<file path="src/urx_pkg.sv">
// Purpose: Shared constants and types for the serial receiver
// Assumes: 32-bit classic Wishbone slave, byte addresses
// Notes:   Baud rate is clock / (16 * (divisor + 1))
package urx_pkg;
	// Register byte addresses
	localparam logic [3:0] ADR_CTRL = 4'h0;
	localparam logic [3:0] ADR_BAUD = 4'h4;
	localparam logic [3:0] ADR_STAT = 4'h8;
	localparam logic [3:0] ADR_DATA = 4'hc;

	// control_reg_one fields
	localparam int C_EN    = 0;
	localparam int C_WLS   = 1;
	localparam int C_PEN   = 2;
	localparam int C_PODD  = 3;
	localparam int C_RIE   = 4;
	localparam int C_STOP2 = 5;
	localparam int C_NINTH = 8;
	localparam int CTRL_W  = 6;

	// status_register_uart fields
	localparam int S_PARITY_ERROR_FLAG  = 0;
	localparam int S_FRAMING_ERROR_FLAG  = 1;
	localparam int S_NOISE = 2;
	localparam int S_OVR   = 3;
	localparam int S_IDLE  = 4;
	localparam int S_AVAIL = 5;

	// FIFO entry layout
	localparam int WORD_W  = 9;
	localparam int E_FRAMING_ERROR_FLAG  = 9;
	localparam int E_PARITY_ERROR_FLAG  = 10;
	localparam int E_NOISE = 11;
	localparam int ENTRY_W = 12;
	localparam int DEPTH   = 2;

	// Reset values
	localparam logic [CTRL_W-1:0] CTRL_RST = 6'h00;
	localparam logic [15:0]       BAUD_RST = 16'h0000;
	localparam logic              LINE_RST = 1'h1;

	// Oversampling: 16 ticks per bit, votes at ticks 7, 8, 9
	localparam int         OVERSAMPLE = 16;
	localparam logic [3:0] PH_S0      = 4'h7;
	localparam logic [3:0] PH_S1      = 4'h8;
	localparam logic [3:0] PH_S2      = 4'h9;
	localparam logic [3:0] BITS_8     = 4'h8;
	localparam logic [3:0] BITS_9     = 4'h9;

	typedef enum logic [2:0] {
		ST_HUNT,
		ST_START,
		ST_DATA,
		ST_PAR,
		ST_STOP1,
		ST_STOP2,
		ST_BRK
	} urx_state_e;
endpackage

</file>
<file path="src/urx_rec_if.sv">
// Purpose: Link between the bit-clock recovery stage and the frame logic
// Assumes: Single clock domain
// Notes:   tick is a one-cycle enable at 16 times the baud rate
`timescale 1ns/1ns
`default_nettype none
interface urx_rec_if;
	logic        tick;
	logic        line;
	logic [15:0] divisor;
	logic        run;

	modport rec (output tick, output line, input divisor, input run);
	modport core (input tick, input line, output divisor, output run);
endinterface
`default_nettype wire

</file>
<file path="src/urx_receiver.sv">
// Purpose: Serial receive path with two-word buffer and error flags
// Assumes: Classic Wishbone slave, one clock, synchronous reset
// Notes:   Status read then data read pops a word and clears flags
//
// Design decisions made here: the address map and the Wishbone register port.
`timescale 1ns/1ns
`default_nettype none
module urx_receiver (
	input  wire logic        clock,
	input  wire logic        srst,
	input  wire logic        rx_pin,
	input  wire logic        wb_cyc_i,
	input  wire logic        wb_stb_i,
	input  wire logic        wb_we_i,
	input  wire logic [3:0]  wb_adr_i,
	input  wire logic [3:0]  wb_sel_i,
	input  wire logic [31:0] wb_dat_i,
	output logic             wb_ack_o,
	output logic [31:0]      wb_dat_o,
	output logic             rx_irq
);
	function automatic logic maj3(input logic [2:0] s);
		return (s[0] & s[1]) | (s[0] & s[2]) | (s[1] & s[2]);
	endfunction

	logic [urx_pkg::CTRL_W-1:0]  ctrl;
	logic [15:0]                 divisor;
	urx_pkg::urx_state_e         state;
	logic [3:0]                  phase;
	logic [3:0]                  bitn;
	logic [1:0]                  smp;
	logic [urx_pkg::WORD_W-1:0]  shreg;
	logic                        noise_acc;
	logic                        par_acc;
	logic                        parity_error_flag_acc;
	logic [urx_pkg::ENTRY_W-1:0] fifo_mem [urx_pkg::DEPTH];
	logic                        wr_ptr;
	logic                        rd_ptr;
	logic [1:0]                  count;
	logic                        overrun;
	logic                        stat_seen;

	urx_rec_if rif ();

	urx_sampler u_smp (
		.clock  (clock),
		.srst   (srst),
		.rx_pin (rx_pin),
		.rif    (rif)
	);

	assign rif.divisor = divisor;
	assign rif.run     = ctrl[urx_pkg::C_EN];

	// Bus decode
	wire req      = wb_cyc_i & wb_stb_i & ~wb_ack_o;
	wire wr       = req & wb_we_i;
	wire rd       = req & ~wb_we_i;
	wire hit_ctrl = wb_adr_i == urx_pkg::ADR_CTRL;
	wire hit_baud = wb_adr_i == urx_pkg::ADR_BAUD;
	wire hit_stat = wb_adr_i == urx_pkg::ADR_STAT;
	wire hit_data = wb_adr_i == urx_pkg::ADR_DATA;

	// Bit decision around the bit centre
	wire       tick      = rif.tick;
	wire       decide    = tick & (phase == urx_pkg::PH_S2);
	wire [2:0] votes     = {smp, rif.line};
	wire       bit_v     = maj3(votes);
	wire       bit_noisy = (|votes) & ~(&votes);
	wire [3:0] nbits     = ctrl[urx_pkg::C_WLS] ? urx_pkg::BITS_9
	                                            : urx_pkg::BITS_8;
	wire       two_stop  = ctrl[urx_pkg::C_STOP2];
	wire       in_stop1  = state == urx_pkg::ST_STOP1;
	wire       in_stop2  = state == urx_pkg::ST_STOP2;
	wire       stop_done = decide & ((in_stop1 & ~(bit_v & two_stop))
	                                 | in_stop2);
	wire       frm_framing_error_flag  = ~bit_v;
	wire       frm_noise = noise_acc | bit_noisy;

	// Buffer control
	wire avail  = count != 2'h0;
	wire pop    = rd & hit_data & stat_seen & avail;
	wire full   = (count == 2'h2) & ~pop;
	wire push   = stop_done & ~full;
	wire ovr_ev = stop_done & full;

	wire [urx_pkg::ENTRY_W-1:0] head = avail ? fifo_mem[rd_ptr]
	                                         : '0;
	wire idle = (state == urx_pkg::ST_HUNT)
	          | (state == urx_pkg::ST_BRK);

	wire [31:0] ctrl_rd = {23'h000000, head[urx_pkg::WORD_W-1],
	                       2'h0, ctrl};
	wire [31:0] stat_rd = {26'h0000000, avail, idle, overrun,
	                       head[urx_pkg::E_NOISE], head[urx_pkg::E_FRAMING_ERROR_FLAG],
	                       head[urx_pkg::E_PARITY_ERROR_FLAG]};
	wire [31:0] data_rd = {23'h000000, head[urx_pkg::WORD_W-1:0]};
	wire [31:0] baud_rd = {16'h0000, divisor};
	wire [31:0] rd_val  = hit_ctrl ? ctrl_rd :
	                      hit_baud ? baud_rd :
	                      hit_stat ? stat_rd :
	                      hit_data ? data_rd : 32'h00000000;

	// Software registers
	always_ff @(posedge clock) begin
		if (srst) begin
			ctrl    <= urx_pkg::CTRL_RST;
			divisor <= urx_pkg::BAUD_RST;
		end else if (wr) begin
			if (hit_ctrl && wb_sel_i[0]) begin
				ctrl <= wb_dat_i[urx_pkg::CTRL_W-1:0];
			end
			if (hit_baud && wb_sel_i[0]) begin
				divisor[7:0] <= wb_dat_i[7:0];
			end
			if (hit_baud && wb_sel_i[1]) begin
				divisor[15:8] <= wb_dat_i[15:8];
			end
		end
	end

	// Bus answer, one cycle after the request is taken
	always_ff @(posedge clock) begin
		if (srst) begin
			wb_ack_o <= 1'b0;
			wb_dat_o <= 32'h00000000;
		end else begin
			wb_ack_o <= req;
			if (rd) begin
				wb_dat_o <= rd_val;
			end
		end
	end

	// Frame sequencer
	always_ff @(posedge clock) begin
		if (srst || !ctrl[urx_pkg::C_EN]) begin
			state <= urx_pkg::ST_HUNT;
			phase <= 4'h0;
		end else begin
			if (tick) begin
				phase <= (state == urx_pkg::ST_HUNT) ? 4'h0
				                                     : phase + 4'h1;
			end
			unique case (state)
				urx_pkg::ST_HUNT: begin
					if (tick && !rif.line) begin
						state <= urx_pkg::ST_START;
					end
				end
				urx_pkg::ST_START: begin
					if (tick && phase == urx_pkg::PH_S1 && rif.line) begin
						state <= urx_pkg::ST_HUNT;
					end else if (decide) begin
						state <= bit_v ? urx_pkg::ST_HUNT
						               : urx_pkg::ST_DATA;
					end
				end
				urx_pkg::ST_DATA: begin
					if (decide && bitn == nbits - 4'h1) begin
						state <= ctrl[urx_pkg::C_PEN] ? urx_pkg::ST_PAR
						                              : urx_pkg::ST_STOP1;
					end
				end
				urx_pkg::ST_PAR: begin
					if (decide) begin
						state <= urx_pkg::ST_STOP1;
					end
				end
				urx_pkg::ST_STOP1: begin
					if (decide) begin
						if (bit_v && two_stop) begin
							state <= urx_pkg::ST_STOP2;
						end else begin
							state <= bit_v ? urx_pkg::ST_HUNT
							               : urx_pkg::ST_BRK;
						end
					end
				end
				urx_pkg::ST_STOP2: begin
					if (decide) begin
						state <= bit_v ? urx_pkg::ST_HUNT
						               : urx_pkg::ST_BRK;
					end
				end
				urx_pkg::ST_BRK: begin
					if (tick && rif.line) begin
						state <= urx_pkg::ST_HUNT;
					end
				end
			endcase
		end
	end

	// Word assembly
	always_ff @(posedge clock) begin
		if (srst || state == urx_pkg::ST_HUNT) begin
			bitn      <= 4'h0;
			shreg     <= '0;
			smp       <= 2'h0;
			noise_acc <= 1'b0;
			par_acc   <= 1'b0;
			parity_error_flag_acc  <= 1'b0;
		end else begin
			if (tick && (phase == urx_pkg::PH_S0 ||
			             phase == urx_pkg::PH_S1)) begin
				smp <= {smp[0], rif.line};
			end
			if (decide) begin
				noise_acc <= noise_acc | bit_noisy;
				if (state == urx_pkg::ST_DATA) begin
					shreg[bitn] <= bit_v;
					bitn        <= bitn + 4'h1;
					par_acc     <= par_acc ^ bit_v;
				end
				if (state == urx_pkg::ST_PAR) begin
					parity_error_flag_acc <= par_acc ^ bit_v
					          ^ ctrl[urx_pkg::C_PODD];
				end
			end
		end
	end

	// Two-entry receive buffer, flags stored with each word
	always_ff @(posedge clock) begin
		if (srst) begin
			for (int i = 0; i < urx_pkg::DEPTH; i++) begin
				fifo_mem[i] <= '0;
			end
			wr_ptr <= 1'b0;
			rd_ptr <= 1'b0;
			count  <= 2'h0;
		end else begin
			if (push) begin
				fifo_mem[wr_ptr] <= {frm_noise, parity_error_flag_acc, frm_framing_error_flag,
				                     shreg};
				wr_ptr <= ~wr_ptr;
			end
			if (pop) begin
				rd_ptr <= ~rd_ptr;
			end
			unique case ({push, pop})
				2'b10:   count <= count + 2'h1;
				2'b01:   count <= count - 2'h1;
				default: count <= count;
			endcase
		end
	end

	// Flag clearing sequence and interrupt request
	always_ff @(posedge clock) begin
		if (srst) begin
			overrun   <= 1'b0;
			stat_seen <= 1'b0;
			rx_irq    <= 1'b0;
		end else begin
			if (ovr_ev) begin
				overrun <= 1'b1;
			end else if (pop) begin
				overrun <= 1'b0;
			end
			if (rd && hit_stat) begin
				stat_seen <= 1'b1;
			end else if (rd && hit_data) begin
				stat_seen <= 1'b0;
			end
			rx_irq <= ctrl[urx_pkg::C_RIE] & (push | ovr_ev);
		end
	end
endmodule
`default_nettype wire

</file>
<file path="src/urx_sampler.sv">
// Purpose: Pin synchroniser and 16x oversampling tick generator
// Assumes: rx_pin is asynchronous to clock
// Notes:   line follows the pin once two late stages agree
`timescale 1ns/1ns
`default_nettype none
module urx_sampler (
	input  wire logic clock,
	input  wire logic srst,
	input  wire logic rx_pin,
	urx_rec_if.rec    rif
);
	logic        sync1;
	logic        sync2;
	logic        sync3;
	logic [15:0] cnt;

	always_ff @(posedge clock) begin
		if (srst) begin
			sync1    <= urx_pkg::LINE_RST;
			sync2    <= urx_pkg::LINE_RST;
			sync3    <= urx_pkg::LINE_RST;
			rif.line <= urx_pkg::LINE_RST;
		end else begin
			sync1 <= rx_pin;
			sync2 <= sync1;
			sync3 <= sync2;
			if (sync2 == sync3) begin
				rif.line <= sync3;
			end
		end
	end

	// Divider producing the 16x enable
	always_ff @(posedge clock) begin
		if (srst || !rif.run) begin
			cnt      <= rif.divisor;
			rif.tick <= 1'b0;
		end else if (cnt == 16'h0000) begin
			cnt      <= rif.divisor;
			rif.tick <= 1'b1;
		end else begin
			cnt      <= cnt - 16'h0001;
			rif.tick <= 1'b0;
		end
	end
endmodule
`default_nettype wire

</file>
<file path="config.mk">
export PLATFORM = sky130hd
export DESIGN_NAME = urx_receiver
export DESIGN_NICKNAME = d
export VERILOG_FILES = /design/src/urx_pkg.sv /design/src/urx_rec_if.sv /design/src/urx_receiver.sv /design/src/urx_sampler.sv
export SDC_FILE = /design/constraint.sdc
export NUM_CORES = 1
export LEC_CHECK = 0
export ABC_AREA = 0
export BUFFER_PORTS_ARGS = -buffer_cell sky130_fd_sc_hd__clkbuf_2
export CORE_ASPECT_RATIO = 1.1
export CORE_MARGIN = 2
export CORE_UTILIZATION = 50
export CTS_BUF_LIST = sky130_fd_sc_hd__clkbuf_2 sky130_fd_sc_hd__clkbuf_4 sky130_fd_sc_hd__clkbuf_8
export CTS_CLUSTER_DIAMETER = 50
export DETAILED_ROUTE_END_ITERATION = 12
export PLACE_DENSITY = 0.71
export SETUP_SLACK_MARGIN = 0.2
export SLEW_MARGIN = 40
export SYNTH_ARGS = -nofsm -noshare
export SYNTH_HDL_FRONTEND = slang
export SYNTH_SLANG_ARGS = --single-unit
</file>
<file path="constraint.sdc">
create_clock -name clock -period 3.82 [get_ports clock]
set_input_delay 0 -clock clock [delete_from_list [all_inputs] [get_ports clock]]
set_output_delay 0 -clock clock [all_outputs]
set_load 0.02 [all_outputs]
</file>
-- Word level (Yosys, flattened, before mapping)
Memory sizes are Yosys's and may differ from the RTL's. A register that Yosys moved wholly into a read port is not among the register bits.
Index checks and enable logic that the tools add are counted.
- input port bits: 46
- bits in writable memories: 24
- logic and storage cells: 169
- memories: 1
- register bits after elaboration: 108
- memory list (name ; depth ; width ; rd ports ; clocked after Yosys merged registers in ; wr ports ; RTL line ; source):
    fifo_mem ; 2 ; 12 ; 1 ; 1 ; 2 ; urx_receiver.sv:36 ; logic [urx_pkg::ENTRY_W-1:0] fifo_mem [urx_pkg::DEPTH];
- $lt $le $gt $ge: 2
- multiplexer cells: 41
- bitwise operators: 36
- add/subtract/negate cells: 6
- equal/unequal tests: 24
- reductions and logical operators: 34
- operators by type and width (cell ; count):
    16-bit 2-to-1 mux ; 4
    3-bit 2-to-1 mux ; 11
    12-bit 2-to-1 mux ; 2
    3-bit case mux with 7 select lines ; 1
    1-bit AND ; 19
    9-bit 2-to-1 mux ; 2
    4-bit equality test (second input constant) ; 4
    16-bit zero test ; 1
    1-bit 2-to-1 mux ; 16
    16-bit by 1-bit subtractor with 16-bit output (second input constant) ; 1
    1-bit logical AND ; 13
    12-bit OR reduction ; 1
    2-bit != test (second input constant) ; 5
    2-bit AND reduction ; 5
    9-bit bitwise mux ; 1
    3-bit equality test (second input constant) ; 3
    1-bit NOT ; 9
    4-bit by 1-bit adder with 4-bit output (second input constant) ; 2
    4-bit by 3-bit equality test with 1-bit output (second input constant) ; 2
    2-bit nonzero test ; 4
    7-bit AND reduction ; 1
    3-bit by 2-bit equality test with 1-bit output (second input constant) ; 2
    1-bit bitwise OR ; 6
    4-bit by 5-bit less-than comparator with 1-bit output (second input constant) ; 1
    other kinds (22) ; 27

-- Longest topological paths before layout
Gate-level depths: netlist (run 1).
- depth after elaboration: 15
- mapped depth: 10

-- Modules after synthesis
Synthesis (run 1) repeated with hierarchy kept, for this count alone.
- cell total of the unflattened synthesis: 569
- area total of the unflattened synthesis: 5445.2 µm²
- by module, submodules not included (module ; cells an instance ; times used ; area each (µm²)):
    urx_receiver ; 464 ; 1 ; 4499.3
    urx_sampler ; 105 ; 1 ; 945.9

-- Worst setup path before layout (run 1)
OpenSTA, ideal clock, no wires.
- path kind: reg2reg
- start: reg phase[0]
- end: mem fifo_mem[0][0] in the netlist's numbering (enable)
- cell stages (with the launch flop): 7
- path buffers: 0
- arrival: 2.377 ns
- setup slack: 1.046 ns
- cells stage by stage: dfxtp_1 ha_1 nand4b_1 a311o_1 a21oi_2 inv_1 o21ai_0
- RTL lines (item ; RTL line ; source):
    from (decl) ; urx_receiver.sv:29 ; logic [3:0] phase;
    from (signal assigned) ; urx_receiver.sv:142 ; phase <= (state == urx_pkg::ST_HUNT) ? 4'h0
    to (decl) ; urx_receiver.sv:36 ;

-- Final worst setup path (run 1)
- start: reg u_smp.rif.tick
- end: reg count[1]
- word-level cells in the longest chain between the ends: 5
- elaborated cells on any way between the ends: 7
- RTL lines (item ; RTL line ; source):
    from (decl) ; urx_rec_if.sv:12 ; modport rec (output tick, output line, input divisor, input run);
    from (signal assigned) ; urx_sampler.sv:37 ; rif.tick <= 1'b0;
    from (signal assigned) ; urx_sampler.sv:40 ; rif.tick <= 1'b1;
    from (signal assigned) ; urx_sampler.sv:43 ; rif.tick <= 1'b0;
    1-bit AND (*) ; urx_receiver.sv:66 ; wire decide = tick & (phase == urx_pkg::PH_S2);
    1-bit AND (*) ; urx_receiver.sv:75 ; wire stop_done = decide & ((in_stop1 & ~(bit_v & two_stop))
    1-bit AND (*) ; urx_receiver.sv:84 ; wire push = stop_done & ~full;
    2-bit by 1-bit equality test with 1-bit output / 2-bit equality test (equally long branches) ; urx_receiver.sv:242 ; unique case ({push, pop})
    2-bit case mux with 2 select lines / 2-bit nonzero test (equally long branches) ; -- ;
    to (signal assigned) ; urx_receiver.sv:243 ; 2'b10: count <= count + 2'h1;
    to (signal assigned) ; urx_receiver.sv:244 ; 2'b01: count <= count - 2'h1;
    to (signal assigned) ; urx_receiver.sv:245 ; default: count <= count;
    to (decl) ; urx_receiver.sv:39 ; logic [1:0] count;
Every way passes the cells marked *; elsewhere a longest branch is shown, timed or not.
A chain may end at the register's enable or synchronous reset.

==> impl_metrics.toml, run 1 <==
[floorplanning]
die_area_um2 = 11700
ioPinCount = 80
die_height_um = 113
fp.coreArea_um2 = 10500
initial_core_util = 0.517
rows = 39
die_w_um = 103

[synth]
synthArstFlopShare = 0
synthCells = 572
yosys_warnings = 0
synth_area_per_cell_um2 = 9.48
synth-main-ff-cell = "dfxtp_1"
synth_cell_types = 62
synth_edf_count = 24
ys_seq_area_frac = 0.476
syn-cell-area_um2 = 5420
ys_ff_latch = 117

[critical_path]
worstSetupPathType = "register to register"
path_buf_inv = 1
reg2reg_from = "u_smp.rif.tick"
cp_data_required_time_ns = 4.19
worstPathArrival_ns = 3.05
crit_slowest_cell = "dfxtp_1"
reg2reg_to = "count[1]"
cp_max_fo = 11
cp_slowest_stage_delay_ns = 0.56
path_cells = "nand4b_1 > a311o_1 > a21oi_2 > inv_1 > ha_1 > or3_1 > a21oi_1"
reg2reg_slack_ns = 1.14
crit_path_end_kind = "register"
crit_family = "compound AO/OA/AOI/OAI gates"
start_kind = "register"
reg2reg_depth = 7

[sta]
setup_viol = 0
slew_violations = 0
fmax_mhz = 373
tightestPinTransition_ns = 0.627
slew_headroom = 0.578
rsz0062_at_grt = "no"
skew_ns = 0.0101
finalCritPeriodShare = 0.701
final.min_clock_period_ns = 2.68
fin_ws_ns = 1.14
final-hold-violation-count = 0
fin_tns_setup_ns = 0

[cells_and_area]
area_growth_pct = 15.9
stdcell_count = 788
drive_above_1_share = 0.153
final_nets = 688
antennaDiodeCount = 0
nFillCells = 906

[clock_tree]
cts-root-buf = "clkbuf_8"
numCtsBuffers = 17
clock-sinks = 117
cts_resized = 0
cts.clk_slew.worst_paths_ns = 0.07
ctsHtreeMaxLevel = 4
clk_path_buf_depth = 2
tritoncts = "done"
clk_latency_ns = 0.44

[min_path]
min-delay-start = "wb_adr_i[1]"
hold_end = "wb_dat_o[4]"
hold_path.class = "input port to register"
hold_path_depth = 5

[place]
dp_cells = 734
portBuffers = 45
dpl.hpwl_um = 8300
post-place-ws_ns = 1.19
gp_congestion = 0.847

[run]
cap_violations = 0

[global_route]
antenna_found_initial = 0
grt_pass1_wl_um = 19200
grt_max_degree = 55
grt_pass1_vias = 4079
track_usage = 0.214
globalRouteOverflowTotal = 0

[power_and_ir_drop]
ir_drop_v = 0.000231
pwr_density_cell_nw_per_um2 = 407
leakage_uw = 0.00264

[drt]
vias = 4154
drc = 0
postRouteAntennaNets = 0
via_per_inst = 5.27
first_pass_iters = 5
first_iter_violations = 225
drt_wl_total_um = 11700
wl_per_cell_um = 14.8

[outcome]
outcome = "finished clean"
[metrics by stage]
stage,utilization,hold slack [ns],instance area [um^2],total power (uW)
5_1_grt,0.599,0.0486,6280,2640
4_1_cts,0.599,0.00193,6280,2580
3_5_place_dp,0.539,0.190,5650,1400
2_1_floorplan,-,0.104,5480,1380
6_report,0.599,0.0277,6280,2560
3_3_place_gp,0.539,0.186,5650,1400
[layer usage]
metal,track usage,vias to the layer above,part of all wire
met2,0.365,112,0.49
met4,0.0807,0,0.021
met1,0.257,1938,0.44
met5,0,-,0
li1,-,2085,-
met3,0.0562,19,0.053
[synthesized netlist by cell type, types with 10 or more instances]
master,number,area share
nand2_1,52,0.036
nand3_1,13,0.012
edfxtp_1,24,0.13
o21ai_0,24,0.022
xor2_1,14,0.023
buf_4,17,0.024
a22oi_1,11,0.015
ha_1,10,0.023
xnor2_1,13,0.021
and2_1,20,0.023
inv_1,14,0.0097
clkbuf_1,16,0.011
nor3_1,14,0.013
nor2_1,81,0.056
a21oi_1,19,0.018
mux2i_1,40,0.074
dfxtp_1,93,0.34
[sequential cells by signal (all words and copies together), names as in the netlist, 2 cells and up, named ones only]
signal,count
shreg,9
count,2
smp,2
phase,4
fifo_mem,24
u_smp.cnt,16
bitn,4
wb_dat_o,16
ctrl,6
divisor,16
state,3
[worst register-to-register path, delay by kind of cell, from the launching register on]
family,cells,cell delay [ns]
AO/OA/AOI/OAI,3,0.84
adder cells (fa/ha/maj),1,0.32
buffers and inverters,1,0.10
flip-flops,1,0.56
AND/OR/NAND/NOR,2,0.79
[cell usage in the layout (no fill, tap or decap), types with 3 or more instances in the layout]
cell type / netlist / routed
or3_1: 3 / 3
xnor2_1: 13 / 13
and2_1: 20 / 20
ha_1: 10 / 10
nor3_1: 14 / 14
nor2_1: 81 / 81
o31ai_1: 4 / 4
nor3b_1: 5 / 5
or2_2: 7 / 7
and3b_1: 4 / 4
bufinv_16: 0 / 3
edfxtp_1: 24 / 24
clkbuf_2: 0 / 45
o21ai_0: 24 / 24
a21oi_1: 19 / 19
a21o_1: 3 / 3
nor2b_1: 5 / 5
dfxtp_1: 93 / 93
xor2_1: 14 / 14
conb_1: 1 / 16
dlygate4sd3_1: 0 / 22
mux2i_1: 40 / 40
nand2_1: 52 / 52
and3_1: 3 / 3
nor4_1: 6 / 6
clkbuf_8: 0 / 18
clkinv_2: 0 / 5
clkbuf_4: 0 / 4
mux4_2: 3 / 3
a22oi_1: 11 / 11
inv_1: 14 / 14
nand3_1: 13 / 13
[what timing repair did]
action                    CTS  global route
setup buffers               0             0
hold buffers               22             0
hold endpoints to repair   27             0
[power breakdown]
part,internal [uW],total [uW],switching (uW)
Combinational,44.4,113,68.8
Clock,684,1160,476
Sequential,1280,1280,6.04
[cell families after synthesis]
logic type / synth area share
AND/OR/NAND/NOR: 0.215
flip-flops: 0.476
AO/OA/AOI/OAI: 0.0985
buffers and inverters: 0.0545
multiplexers: 0.0863
XOR/XNOR: 0.0436
adder cells (fa/ha/maj): 0.0252
other: 0.000692
[layout make-up]
cell class / count / area (um^2) / share of cell area
Clock buffer: 22 / 278 / 0.0442
Clock inverter: 10 / 129 / 0.0205
Inverter: 14 / 52.6 / 0.00837
Multi-Input combinational cell: 413 / 2600 / 0.414
Sequential cell: 117 / 2580 / 0.411
Tap cell: 143 / 179 / 0.0285
Timing Repair Buffer: 69 / 460 / 0.0733
[how the worst max path moves through the flow]
stage	start	slack [ns]	end	cells past startpoint
3_5_place_dp	phase[0]	1.19	count[1]	8
6_report	u_smp.rif.tick	1.14	count[1]	7
2_1_floorplan	phase[0]	1.05	fifo_mem[0][0]	6
5_1_grt	phase[0]	0.93	count[1]	8
3_3_place_gp	u_smp.rif.tick	1.24	count[1]	7
4_1_cts	phase[0]	1.15	count[1]	8
No activity file was read; power rests on OpenSTA's default activity.
==> run 2, diff against run 1 <==
- clock period: 3.82 -> 2.6 ns (I/O delays scaled with it)
==> impl_metrics.toml, run 2 (same netlist as run 1, synthesis figures left out) <==
[power_and_ir_drop]
p_clk_frac = 0.482
p_sw_uw = 807
combPwrFrac = 0.043
seqPwrFrac = 0.475
pwr_density_cell_nw_per_um2 = 616
p_int_uw = 3160
ir_drop_v = 0.000381
swShare = 0.203
leakage_uw = 0.00273

[outcome]
outcome = "finished clean"

[floorplanning]
die_height_um = 113
initial_core_util = 0.517
rows = 39
die_area_um2 = 11700
ioPinCount = 80
fp.coreArea_um2 = 10500
die_w_um = 103

[critical_path]
cp_max_fo = 5
cp_data_required_time_ns = 2.95
crit_path_end_kind = "register"
worstSetupPathType = "register to register"
worstPathArrival_ns = 2.60
start_kind = "register"

[sta]
fmax_mhz = 445
fin_tns_setup_ns = 0
tightestPinTransition_ns = 0.727
skew_ns = 0.00988
fin_ws_ns = 0.351
final.min_clock_period_ns = 2.25
final-hold-violation-count = 0
slew_violations = 0
finalCritPeriodShare = 0.865
rsz0062_at_grt = "no"
setup_viol = 0
slew_headroom = 0.512

[global_route]
grt_pass1_wl_um = 19400
grt_pass1_vias = 4149
grt_max_degree = 55
globalRouteOverflowTotal = 0
antenna_found_initial = 0
track_usage = 0.213

[drt]
first_iter_violations = 286
drt_wl_total_um = 11800
drt-met1-wl_um = 5170
vias = 4296
routed-wl-met3_um = 671
wl_per_cell_um = 14.8
topRoutingLayerUsed = "met4"
via_per_inst = 5.37
postRouteAntennaNets = 0
drc = 0
dr_wl_met2_um = 5780
first_pass_iters = 5

[cells_and_area]
top_register = "fifo_mem"
final_nets = 700
final_core_util = 0.614
nFillCells = 864
area_growth_pct = 18.8
final_common_cell = "dfxtp_1"
final_cell_mix = "dfxtp_1 (93), nor2_1 (81), nand2_1 (51)"
drive_above_1_share = 0.174
largest_reg_flops = 24
antennaDiodeCount = 0

[clock_tree]
cts-root-buf = "clkbuf_8"
numCtsBuffers = 17
cts.clk_slew.worst_paths_ns = 0.07
ctsHtreeMaxLevel = 4
clock-sinks = 117
tritoncts = "done"
clk_path_buf_depth = 2
clk_latency_ns = 0.42

[place]
dpl.hpwl_um = 8360
portBuffers = 45
gp_congestion = 0.880
post-place-ws_ns = 0.246

[run]
cap_violations = 0

[min_path]
hold_path.class = "input port to register"
run 2: what timing repair did:
item | 4_1_cts | 5_1_grt
endpoints found under the hold margin | 26 | 0
buffers inserted | 0 | 2
hold buffers | 21 | 0
gates resized for setup | 0 | 1
setup endpoints to repair | 0 | 13
run 2: cell type report:
type | instances | area [um^2] | share of cell area
flip-flops and latches | 117 | 2580 | 0.401
clock inverters | 10 | 178 | 0.0276
clock buffers | 22 | 284 | 0.0441
inverters | 14 | 52.6 | 0.00816
well taps | 143 | 179 | 0.0278
multi-input cells | 413 | 2610 | 0.405
repair buffers | 81 | 561 | 0.0870
run 2: final timing paths:
path | from | cells after the start | slack [ns] | end
min | wb_adr_i[2] | 3 | 0.08 | stat_seen
min reg2reg | u_smp.sync1 | 1 | 0.41 | u_smp.sync2
max | phase[0] | 8 | 0.35 | count[1]
max reg2reg | phase[0] | 8 | 0.35 | count[1]
run 2: layer usage:
metal,vias to the layer above,track usage
li1,2109,-
met1,2035,0.265
met2,134,0.360
met3,18,0.0494
met4,0,0.0711
met5,-,0
run 2: worst max-delay path: stages (launching register included):
cell	delay, ns
dfxtp_1	0.41
ha_1	0.20
nand4b_1	0.14
a311o_1	0.38
a21oi_2	0.14
inv_1	0.09
ha_1	0.31
or3_1	0.37
a21oi_1	0.13
run 2: per-stage QoR:
stage	std cells	total power, uW	instance area (um^2)	hold slack, ns
after floorplan	587	2030	5480	0.104
after global placement	745	2070	5750	0.183
after detailed placement	745	2070	5750	0.184
after CTS	798	3990	6420	0.0635
after global routing	800	4090	6440	0.102
final	800	3970	6440	0.0809
run 2: power groups by stage:
stage,sequential [uW],clock [uW],combinational (uW)
finish,1880,1910,171
global placement,1920,0,143
floorplan,1920,0,106
detailed placement,1920,0,144
CTS,1880,1940,170
global route,1890,2020,187
